`config.mk`:
```
export PLATFORM = sky130hd
export DESIGN_NAME = sttd_decoder
export DESIGN_NICKNAME = d
export VERILOG_FILES = /design/src/logic/sttd_decoder.v /design/src/logic/sttd_sync.v /design/src/logic/sttd_range.v
export VERILOG_INCLUDE_DIRS = /design/src /design/src/logic
export SDC_FILE = /design/constraint.sdc
export NUM_CORES = 1
export LEC_CHECK = 0
export ABC_AREA = 1
export ABC_CLOCK_PERIOD_IN_PS = 2660
export BUFFER_PORTS_ARGS = -buffer_cell sky130_fd_sc_hd__buf_2
export CAP_MARGIN = 20
export CELL_PAD_IN_SITES_DETAIL_PLACEMENT = 1
export CELL_PAD_IN_SITES_GLOBAL_PLACEMENT = 2
export CORE_MARGIN = 2
export CORE_UTILIZATION = 33
export DETAILED_ROUTE_END_ITERATION = 12
export PLACE_DENSITY = 0.89
export SYNTH_ARGS = -nofsm -noshare
export SYNTH_HDL_FRONTEND = slang
export SYNTH_SLANG_ARGS = --single-unit
export TNS_END_PERCENT = 1
```
`constraint.sdc`:
```
create_clock -name clk_sys -period 2.66 [get_ports clk_sys]
set_clock_uncertainty 0.15 [all_clocks]
set_input_delay 0 -clock clk_sys [delete_from_list [all_inputs] [get_ports clk_sys]]
set_output_delay 0 -clock clk_sys [all_outputs]
set_load 0.005 [all_outputs]
```
`src/logic/sttd_regs.vh`:
```
`ifndef STTD_REGS_VH
`define STTD_REGS_VH
// ==========================================================
// trigger kinds
`define STTD_KIND_NOW        8'h00
`define STTD_KIND_ABS        8'h01
`define STTD_KIND_TC         8'h02
`define STTD_KIND_CONTACT    8'h03
// ==========================================================
// operation codes of the request header
`define STTD_OP_BEGIN_NOW    8'h01
`define STTD_OP_FINISH_SCHED 8'h02
`define STTD_OP_FINISH_NOW   8'h03
// ==========================================================
// field limits
`define STTD_HOURS_MAX       8'h17
`define STTD_MINSEC_MAX      8'h3B
`define STTD_FRAMES_MAX_30   8'h1D
`define STTD_FRAMES_MAX_25   8'h18
`define STTD_MIN_PREROLL_MS  16'h0FA0
`define STTD_EDGE_CLOSE      8'h00
`define STTD_EDGE_OPEN       8'h01
// ==========================================================
// error codes
`define STTD_ERR_NONE        4'h0
`define STTD_ERR_KIND        4'h1
`define STTD_ERR_RANGE       4'h2
`define STTD_ERR_NO_INPUT    4'h3
`define STTD_ERR_PREROLL     4'h4
// ==========================================================
// register offsets and reset values
`define STTD_REG_CTRL        4'h0
`define STTD_REG_INST        4'h1
`define STTD_REG_INPUTS      4'h2
`define STTD_REG_STATUS      4'h3
`define STTD_REG_EVENT       4'h4
`define STTD_REG_ABS_NOW     4'h5
`define STTD_CTRL_RST        8'h00
`define STTD_INPUTS_RST      8'h08
`endif

```
`src/logic/sttd_decoder.v`:
```
// Notes on behaviour
// sender gives any non-zero pre-roll of at least 4000 ms.
// zero pre-roll only for immediate start or immediate end.
// scheduled finish always carries a non-zero pre-roll.
// immediate finish sets the immediate flag, aborting insertion.
// time of day is 4-byte seconds then 2-byte microseconds, MSB first.
// seconds count from midnight UTC 6 Jan 1980, leap seconds included.
// kind 0 means no time; fire without waiting.
// kind 1 reads 4-byte seconds, 2-byte microseconds; fire at that time.
// kind 2 reads hours, minutes, seconds, frames; fire on timecode.
// kind 3 reads input number and edge; fire on that contact edge.
// undefined non-zero kind is ignored and reported as unsupported.
// hours valid 0 to 23.
// minutes and seconds valid 0 to 59.
// frames valid 0-29 at 30 Hz, 0-24 at 25 Hz.
// missing physical input: discard the request and raise an alarm.
// edge 0 fires open to closed, edge 1 closed to open.
// dropped target frame: fire on the first frame after it.
// same event tag means the same insertion opportunity.
// instance select picks which instance handles the message.
// sender select tells multiplexed senders apart.
// a pending message fires once, then leaves the pending set.
`timescale 1ns/10ps
`include "sttd_regs.vh"
module sttd_decoder (
   // clock and reset
   input  wire        clk_sys,
   input  wire        rst_b,
   input  wire        clk_en,
   // request byte stream, same clock domain
   input  wire        req_valid,
   input  wire [7:0]  req_byte,
   input  wire        req_last,
   // time references, same clock domain
   input  wire [31:0] abs_time_sec,
   input  wire [15:0] abs_time_usec,
   input  wire        tc_strobe,
   input  wire [31:0] tc_value,
   // contact closure pins, 1 = closed, asynchronous
   input  wire [7:0]  contact_pin,
   // register port
   input  wire [3:0]  reg_addr,
   input  wire [31:0] reg_wdata,
   input  wire        reg_wr,
   input  wire        reg_rd,
   output reg  [31:0] reg_rdata,
   // results
   output reg         fire,
   output reg  [31:0] fire_event_tag,
   output reg  [7:0]  fire_op,
   output reg         fire_immediate,
   output reg         req_error,
   output reg  [3:0]  req_error_code,
   output reg         operator_alarm
);
   // ==========================================================
   // parser states
   localparam ST_INST  = 3'd0;
   localparam ST_SEND  = 3'd1;
   localparam ST_OP    = 3'd2;
   localparam ST_TAG   = 3'd3;
   localparam ST_PRE   = 3'd4;
   localparam ST_KIND  = 3'd5;
   localparam ST_BODY  = 3'd6;
   localparam ST_DROP  = 3'd7;

   reg  [2:0]  state;
   reg  [2:0]  cnt;
   reg  [7:0]  instance_select;
   reg  [7:0]  sender_select;
   reg  [7:0]  op;
   reg  [31:0] insertion_event_tag;
   reg  [15:0] preroll;
   reg  [7:0]  kind;
   reg  [47:0] body;
   // control registers
   reg  [7:0]  ctrl;
   reg  [7:0]  my_instance;
   reg  [7:0]  inputs_present;
   reg  [7:0]  sender_mask;
   // pending slot
   reg         pend;
   reg  [31:0] pend_tag;
   reg  [7:0]  pend_op;
   reg  [7:0]  pend_sender;
   reg  [7:0]  pend_kind;
   reg  [47:0] pend_body;
   reg  [31:0] tc_prev;
   reg  [7:0]  contact_prev;
   reg  [3:0]  last_err;
   reg  [7:0]  err_count;
   wire [7:0]  contact_s;
   wire        tc_ok;
   wire        rate_25;
   wire [47:0] body_nx;

   assign rate_25 = ctrl[1];

   // pins cross into the clock domain first
   sttd_sync #(.W(8)) u_sync (
      .clk_sys (clk_sys),
      .rst_b   (rst_b),
      .clk_en  (clk_en),
      .din     (contact_pin),
      .dout    (contact_s)
   );

   // checks the timecode just parsed
   sttd_range u_range (
      .hours   (body_nx[31:24]),
      .minutes (body_nx[23:16]),
      .seconds (body_nx[15:8]),
      .frames  (body_nx[7:0]),
      .rate_25 (rate_25),
      .ok      (tc_ok)
   );

   // ====================
   // byte count of each timestamp body
   function [2:0] body_len;
      input [7:0] k;
      begin
         case (k)
            `STTD_KIND_ABS:     body_len = 3'd6;
            `STTD_KIND_TC:      body_len = 3'd4;
            `STTD_KIND_CONTACT: body_len = 3'd2;
            default:            body_len = 3'd0;
         endcase
      end
   endfunction

   // ====================
   // completed-request decode
   wire        at_end  = req_valid & (state == ST_BODY) & (cnt == 3'd1);
   wire        kind_end = req_valid & (state == ST_KIND);
   wire        for_me  = (instance_select == my_instance);
   wire        sender_ok = sender_mask[sender_select[2:0]];
   wire [2:0]  k_len   = body_len(req_byte);
   wire        k_bad   = (req_byte > `STTD_KIND_CONTACT);
   assign body_nx = {body[39:0], req_byte};
   wire        is_now  = (op == `STTD_OP_BEGIN_NOW) | (op == `STTD_OP_FINISH_NOW);
   // pre-roll sanity: zero only for immediate ops, else at least minimum
   wire        pre_bad = (preroll == 16'h0000) ? ~is_now
                       : (preroll < `STTD_MIN_PREROLL_MS);
   // contact select lives in byte 1 of a two-byte body
   wire [7:0]  in_sel  = body[7:0];
   wire        in_miss = (in_sel > 8'h07) | ~inputs_present[in_sel[2:0]];

   // ====================
   // trigger match on the pending slot
   wire [7:0]  edge_sel = pend_body[7:0];
   wire [2:0]  pin_idx  = pend_body[10:8];
   wire        rise = contact_s[pin_idx] & ~contact_prev[pin_idx];
   wire        fall = ~contact_s[pin_idx] & contact_prev[pin_idx];
   // timecode: exact hit, or first frame after jumping past it
   wire        tc_hit = tc_strobe & ((tc_value == pend_body[31:0]) |
                        ((tc_prev < pend_body[31:0]) &
                         (tc_value > pend_body[31:0])));
   // absolute time: 32-bit seconds and 16-bit microsecond offset, MSB first
   wire        abs_hit = ({abs_time_sec, abs_time_usec} >= pend_body);
   reg         match;

   always @* begin
      case (pend_kind)
         `STTD_KIND_ABS:     match = abs_hit;
         `STTD_KIND_TC:      match = tc_hit;
         `STTD_KIND_CONTACT: match = (edge_sel == `STTD_EDGE_CLOSE) ? rise
                                   : fall;
         default:            match = 1'b1;
      endcase
   end

   // ==========================================================
   // byte parser; header is inst, sender, op, tag[4], preroll[2], kind
   always @(posedge clk_sys) begin
      if (!rst_b) begin
         state <= ST_INST;
         cnt <= 3'd0;
         instance_select <= 8'h00;
         sender_select <= 8'h00;
         op <= 8'h00;
         insertion_event_tag <= 32'h0;
         preroll <= 16'h0;
         kind <= 8'h00;
         body <= 48'h0;
      end else if (clk_en && req_valid) begin
         if (req_last) begin
            state <= ST_INST; // frame end always resynchronises
         end else begin
            case (state)
               ST_INST: begin
                  instance_select <= req_byte;
                  state           <= ST_SEND;
               end
               ST_SEND: begin
                  sender_select <= req_byte;
                  state         <= ST_OP;
               end
               ST_OP: begin
                  op    <= req_byte;
                  cnt   <= 3'd4;
                  state <= ST_TAG;
               end
               ST_TAG: begin
                  insertion_event_tag <= {insertion_event_tag[23:0], req_byte};
                  cnt                 <= cnt - 3'd1;
                  if (cnt == 3'd1) begin
                     cnt   <= 3'd2;
                     state <= ST_PRE;
                  end
               end
               ST_PRE: begin
                  preroll <= {preroll[7:0], req_byte};
                  cnt     <= cnt - 3'd1;
                  if (cnt == 3'd1)
                     state <= ST_KIND;
               end
               ST_KIND: begin
                  kind  <= req_byte;
                  cnt   <= k_len;
                  body  <= 48'h0;
                  state <= (k_len == 3'd0) ? ST_DROP : ST_BODY;
               end
               ST_BODY: begin
                  body <= body_nx;
                  cnt  <= cnt - 3'd1;
                  if (cnt == 3'd1)
                     state <= ST_DROP;
               end
               default: state <= ST_DROP; // trailing bytes until frame end
            endcase
         end
      end
   end

   // ==========================================================
   // acceptance, pending slot, firing and errors
   reg        accept;
   reg [3:0]  err;
   reg [7:0]  acc_kind;
   reg [47:0] acc_body;

   always @* begin
      accept   = 1'b0;
      err      = `STTD_ERR_NONE;
      acc_kind = kind;
      acc_body = body_nx;
      if (kind_end && (k_len == 3'd0)) begin
         acc_kind = req_byte;
         acc_body = 48'h0;
         if (k_bad)
            err = `STTD_ERR_KIND;
         else if (pre_bad)
            err = `STTD_ERR_PREROLL;
         else
            accept = 1'b1;
      end else if (at_end) begin
         if (pre_bad)
            err = `STTD_ERR_PREROLL;
         else if ((kind == `STTD_KIND_TC) && !tc_ok)
            err = `STTD_ERR_RANGE;
         else if ((kind == `STTD_KIND_CONTACT) && in_miss)
            err = `STTD_ERR_NO_INPUT;
         else
            accept = 1'b1;
      end
      if (!for_me || !sender_ok) begin
         accept = 1'b0;
         err    = `STTD_ERR_NONE;
      end
   end

   always @(posedge clk_sys) begin
      if (!rst_b) begin
         pend <= 1'b0;
         pend_tag <= 32'h0;
         pend_op <= 8'h00;
         pend_sender <= 8'h00;
         pend_kind <= 8'h00;
         pend_body <= 48'h0;
         tc_prev <= 32'h0;
         contact_prev <= 8'h00;
         fire <= 1'b0;
         fire_event_tag <= 32'h0;
         fire_op <= 8'h00;
         fire_immediate <= 1'b0;
         req_error <= 1'b0;
         req_error_code <= `STTD_ERR_NONE;
         operator_alarm <= 1'b0;
         last_err <= `STTD_ERR_NONE;
         err_count <= 8'h00;
      end else if (clk_en) begin
         contact_prev <= contact_s;
         if (tc_strobe)
            tc_prev <= tc_value;
         fire      <= 1'b0;
         req_error <= 1'b0;
         if (err != `STTD_ERR_NONE) begin
            req_error <= 1'b1;
            req_error_code <= err;
            last_err <= err;
            err_count <= err_count + 8'h01;
         end
         // clear first, so a new alarm in the same cycle wins
         if (ctrl[0] || (reg_wr && reg_addr == `STTD_REG_STATUS))
            operator_alarm <= 1'b0;
         if (err == `STTD_ERR_NO_INPUT)
            operator_alarm <= 1'b1;
         if (pend && match) begin
            fire <= 1'b1;
            fire_event_tag <= pend_tag;
            fire_op <= pend_op;
            fire_immediate <= (pend_op == `STTD_OP_FINISH_NOW);
            pend <= 1'b0;
         end
         // a new request replaces the slot; same tag reuses the opportunity
         if (accept) begin
            pend <= 1'b1;
            pend_tag <= insertion_event_tag;
            pend_op <= op;
            pend_sender <= sender_select;
            pend_kind <= acc_kind;
            pend_body <= acc_body;
         end
         // immediate finish aborts whatever is still waiting
         if (accept && (op == `STTD_OP_FINISH_NOW))
            pend_kind <= `STTD_KIND_NOW;
      end
   end

   // ====================
   // register port; read data one cycle after the strobe
   always @(posedge clk_sys) begin
      if (!rst_b) begin
         ctrl <= `STTD_CTRL_RST;
         my_instance <= 8'h00;
         inputs_present <= `STTD_INPUTS_RST;
         sender_mask <= 8'hFF;
         reg_rdata <= 32'h0;
      end else if (clk_en) begin
         ctrl[0] <= 1'b0; // alarm clear is self-clearing
         if (reg_wr) begin
            case (reg_addr)
               `STTD_REG_CTRL:   ctrl <= reg_wdata[7:0];
               `STTD_REG_INST:   begin
                  my_instance <= reg_wdata[7:0];
                  sender_mask <= reg_wdata[15:8];
               end
               `STTD_REG_INPUTS: inputs_present <= reg_wdata[7:0];
               default: ;
            endcase
         end
         reg_rdata <= 32'h0;
         if (reg_rd) begin
            case (reg_addr)
               `STTD_REG_CTRL:    reg_rdata <= {24'h0, ctrl};
               `STTD_REG_INST:    reg_rdata <= {16'h0000, sender_mask, my_instance};
               `STTD_REG_INPUTS:  reg_rdata <= {16'h0000, contact_s, inputs_present};
               `STTD_REG_STATUS:  reg_rdata <= {pend_sender, err_count, 7'h00,
                                                operator_alarm, pend_kind[2:0],
                                                pend, last_err};
               `STTD_REG_EVENT:   reg_rdata <= pend_tag;
               `STTD_REG_ABS_NOW: reg_rdata <= abs_time_sec;
               default:           reg_rdata <= 32'h00000000;
            endcase
         end
      end
   end
endmodule // sttd_decoder

```
`src/logic/sttd_sync.v`:
```
`timescale 1ns/10ps
// ==========================================================
// two-stage synchroniser for a bundle of pins
module sttd_sync #(
   parameter W = 8
) (
   // clock
   input  wire         clk_sys,
   input  wire         rst_b,
   input  wire         clk_en,
   // data
   input  wire [W-1:0] din,
   output reg  [W-1:0] dout
);
   reg [W-1:0] meta;

   // first stage feeds only the second
   always @(posedge clk_sys) begin
      if (!rst_b) begin
         meta <= {W{1'b0}};
         dout <= {W{1'b0}};
      end else if (clk_en) begin
         meta <= din;
         dout <= meta;
      end
   end
endmodule // sttd_sync

```
`src/logic/sttd_range.v`:
```
`timescale 1ns/10ps
`include "sttd_regs.vh"
// ==========================================================
// timecode field range check, purely combinational
module sttd_range (
   // fields
   input  wire [7:0] hours,
   input  wire [7:0] minutes,
   input  wire [7:0] seconds,
   input  wire [7:0] frames,
   input  wire       rate_25,
   // result
   output wire       ok
);
   wire [7:0] fmax;

   assign fmax = rate_25 ? `STTD_FRAMES_MAX_25 : `STTD_FRAMES_MAX_30;
   assign ok   = (hours <= `STTD_HOURS_MAX)
               & (minutes <= `STTD_MINSEC_MAX)
               & (seconds <= `STTD_MINSEC_MAX)
               & (frames <= fmax);
endmodule // sttd_range

```
==> impl_metrics.py <==
metrics = {
    "routing": {
        "wl_um": 79400,
        "drt_iter0_markers": 1206,
        "wl_per_cell_um": 20.5,
        "dr.pass1.iters": 5,
        "final_antenna_net_count": 0,
        "vias": 20200,
        "remaining_drc_errors": 0,
        "viasPerCell": 5.22,
    },
    "pwr": {
        "peakVddDrop_mv": 0.566,
        "p_clk_share_pct": 47.9,
        "p_switching_mw": 3.63,
        "power_frac_comb_pct": 8.8,
        "p_int_mw": 10.7,
        "p_leak_nw": 11.1,
        "seq_power_share_pct": 43.3,
        "p_sw_share_pct": 25.3,
        "powerDensity_mw_per_mm2": 559,
    },
    "job": {
        "maxCapViolCount": 0,
    },
    "place": {
        "place_ws_ns": -0.0307,
        "place_area_mm2": 0.0214,
        "port_buffers": 202,
        "gp_congestion": 0.896,
        "hpwl_um": 53900,
    },
    "timing": {
        "tightest_slew_ns": 0.835,
        "setup_slack_ns": 0.00543,
        "setup_viol": 0,
        "slew-limit-headroom_pct": 44.3,
        "max_freq_mhz": 377,
        "fin_tns_setup_ns": 0,
        "hold_viol": 0,
        "fin_crit_sh_pct": 99.8,
        "rsz0062_at_grt": "true",
        "period_needed_ns": 2.65,
        "slew_violations": 0,
    },
    "clock_network": {
        "cts_sinks": 406,
        "clk_pin_slew_worst_paths_ns": 0.06,
        "clkLatencyLatePin_ns": 0.61,
        "cts-htree-levels": 2,
        "cts_tree": "done",
        "clockBufferDepth": 3,
        "cts_buffers": 47,
        "clock-root-buffer": "clkbuf_16",
    },
    "logic_synthesis": {
        "syn_area_mm2": 0.0193,
        "synth_flop_cell": "dfxtp_1",
        "ys_ff_latch": 406,
        "synth_edf_count": 0,
        "ys_warn_count": 0,
        "synth_cell_types": 43,
        "synth.avg_cell_area_um2": 7.14,
        "synth-seq-area-share_pct": 42.2,
        "yosys.area.top_type": "dfxtp_1",
        "netlist_instances": 2696,
        "yosys-top-cells-area": "dfxtp_1 42%, nand2_1 9.5%, nor2_1 8.2%, a21oi_1 7.9%, ha_1 7.5%",
        "synth_top_area_share_pct": 42.2,
        "syn_nets": 2952,
        "synthArstFlopShare_pct": 0,
    },
    "setup_path": {
        "cp-start-kind": "register",
        "r2r_cells": 16,
        "cp_common_cell": "nand2_1",
        "r2r_slack_ns": 0.005,
        "cpPeakStageDelay_ns": 0.31,
        "cp_slowest_cell": "dfxtp_1",
        "worstPathArrival_ns": 3.04,
        "crit_type": "register to register",
        "rr_endpoint": "fire_event_tag[13]",
        "endpoint_kind": "register",
        "crit_required_ns": 3.04,
        "critPathMaxFanout": 10,
        "path_cells": "inv_1, ha_1, nand2_1, nor2_2, buf_4, nand2_1, nand2_1, a21oi_2, buf_4, nand4_1, a21oi_2, nand2_8, nand2_8, buf_8, nand2_1, a21oi_1",
        "rr_startpoint": "pend_body[36]",
    },
    "run_status": {
        "status": "completed",
    },
    "grt": {
        "antenna_found_initial": 2,
        "grt_pass1_vias": 20900,
        "grt-ovfl-total": 0,
        "grt_max_degree": 122,
        "grt_pass1_wl_um": 118000,
        "grtUsageTotal_pct": 24.9,
    },
    "floorplanning": {
        "initial_utilization_pct": 33.4,
        "pin_count": 220,
        "die_h_um": 246,
        "die_w_um": 246,
        "core_area_mm2": 0.0577,
        "die-area_mm2": 0.0603,
        "rows": 88,
    },
    "hold_path": {
        "hp-class": "input port to register",
        "hold_path_end": "tc_prev[6]",
        "hp-start": "tc_strobe",
        "whs_path_depth": 4,
    },
    "layout": {
        "finalInstanceArea_mm2": 0.0257,
        "area_growth_pct": 33.3,
        "drive_above_1_share_pct": 16.8,
        "final_nets": 3333,
    },
}
## worst max-delay path: cells and delay by family (launching register included)
kind,cells,cell delay (ns)
compound gates,3,0.54
fa+ha+maj,1,0.28
buf+inv,4,0.51
flops,1,0.31
simple gates,8,0.79
## cells in the mapped netlist, drive strengths merged (4+ instances only)
cell      n
nand3   128
clkinv    6
o22ai     9
clkbuf  124
a32o      9
nand2   486
o21a      4
nand4    29
a211oi   43
nor3     12
nor2    423
ha      116
xnor2    10
dfxtp   406
o21ai   284
o31ai     4
nor4      9
buf      22
a21oi   305
o211ai    9
inv     239
## stage by stage
step / cells / utilization (%) / power [mW] / hold slack (ns)
2_1_floorplan: 2696 / - / 6.88 / -0.0237
6_report: 3876 / 44.5 / 14.3 / 0.0115
3_5_place_dp: 3597 / 37.2 / 7.36 / 0.0871
3_3_place_gp: 3597 / 37.2 / 7.31 / 0.0729
5_1_grt: 3875 / 44.5 / 14.8 / 0.0730
4_1_cts: 3861 / 43.2 / 14.4 / 0.000409
## how the worst max path moves through the flow
stage                        from                  to  depth (start not counted)
floorplan            pend_body[9]  fire_event_tag[25]                         15
global placement    pend_body[31]  fire_event_tag[31]                         17
detailed placement   pend_body[3]   fire_event_tag[1]                         20
CTS                  pend_body[2]          fire_op[6]                         20
global route        pend_body[11]  fire_event_tag[28]                         16
finish              pend_body[36]  fire_event_tag[13]                         16
## layer usage
| layer | wire [µm] | up-vias | track usage, % | part of all wire (%) |
|---|---|---|---|---|
| met1 | 36400 | 9912 | 32.8 | 46 |
| met3 | 3260 | 140 | 2.88 | 4.1 |
| met4 | 3110 | 0 | 10.1 | 3.9 |
| li1 | - | 9686 | - | - |
| met2 | 36700 | 491 | 41.3 | 46 |
| met5 | 0 | - | 0 | 0 |
## logic make-up (layout without fill, tap and decap cells)
group,count (synthesis),after routing,synth area share (%)
buffers and inverters,391,805,7.80
AO/OA/AOI/OAI,677,677,18.8
adder cells (fa/ha/maj),116,116,7.54
XOR/XNOR,11,11,0.500
AND/OR/NAND/NOR,1094,1094,23.1
other,1,2,0.0195
flip-flops,406,406,42.2
## repair_timing
item	CTS	global route
endpoints found under the setup margin	79	165
hold endpoints to repair	320	0
hold buffers	180	0
resized for setup	7	140
gates cloned	1	8
pin swaps	1	21
setup buffers	1	6
## registers in the layout, summed over array words and instances (netlist names), 16 cells and up
name and cells:
fire_event_tag 32, tc_prev 32, pend_tag 32, reg_rdata 32, body 40, pend_body 48, preroll 16, insertion_event_tag 32
## power groups by stage
stage,clock network [mW],registers [mW],logic [mW]
3_5_place_dp,0,6.34,1.01
5_1_grt,7.23,6.21,1.39
4_1_cts,6.97,6.21,1.18
3_3_place_gp,0,6.34,0.974
6_report,6.87,6.21,1.27
2_1_floorplan,0,6.32,0.554
## layout make-up
cell class | count | area [µm²]
fill | 7078 | 32000
multi-input combinational | 1899 | 10200
sequential | 406 | 8150
timing repair buffer | 478 | 3810
clock buffer | 62 | 1340
tap | 765 | 957
inverter | 245 | 937
clock inverter | 20 | 279
antenna | 1 | 2.50
## cell usage in the layout, fill, tap and decap left out, drive strengths merged
cell type    instances
o21a                 4
nand3              128
clkinvlp             4
o211ai               9
nand4               29
clkbuf              67
a221oi               1
o21bai               1
nor3b                3
a21oi              305
a211oi              43
xor2                 1
bufinv               5
dlygate4sd3        180
o221ai               2
inv                243
buf                293
o31ai                4
diode                1
dfxtp              406
ha                 116
nor4                 9
o22ai                9
nor2               423
xnor2               10
clkinv              13
nor3                12
nand2              486
o2111ai              3
o21ai              284
and3                 1
or2                  1
conb                 1
nand3b               2
a21o                 3
a32o                 9
Note: power is estimated with default switching activity, not from simulation.
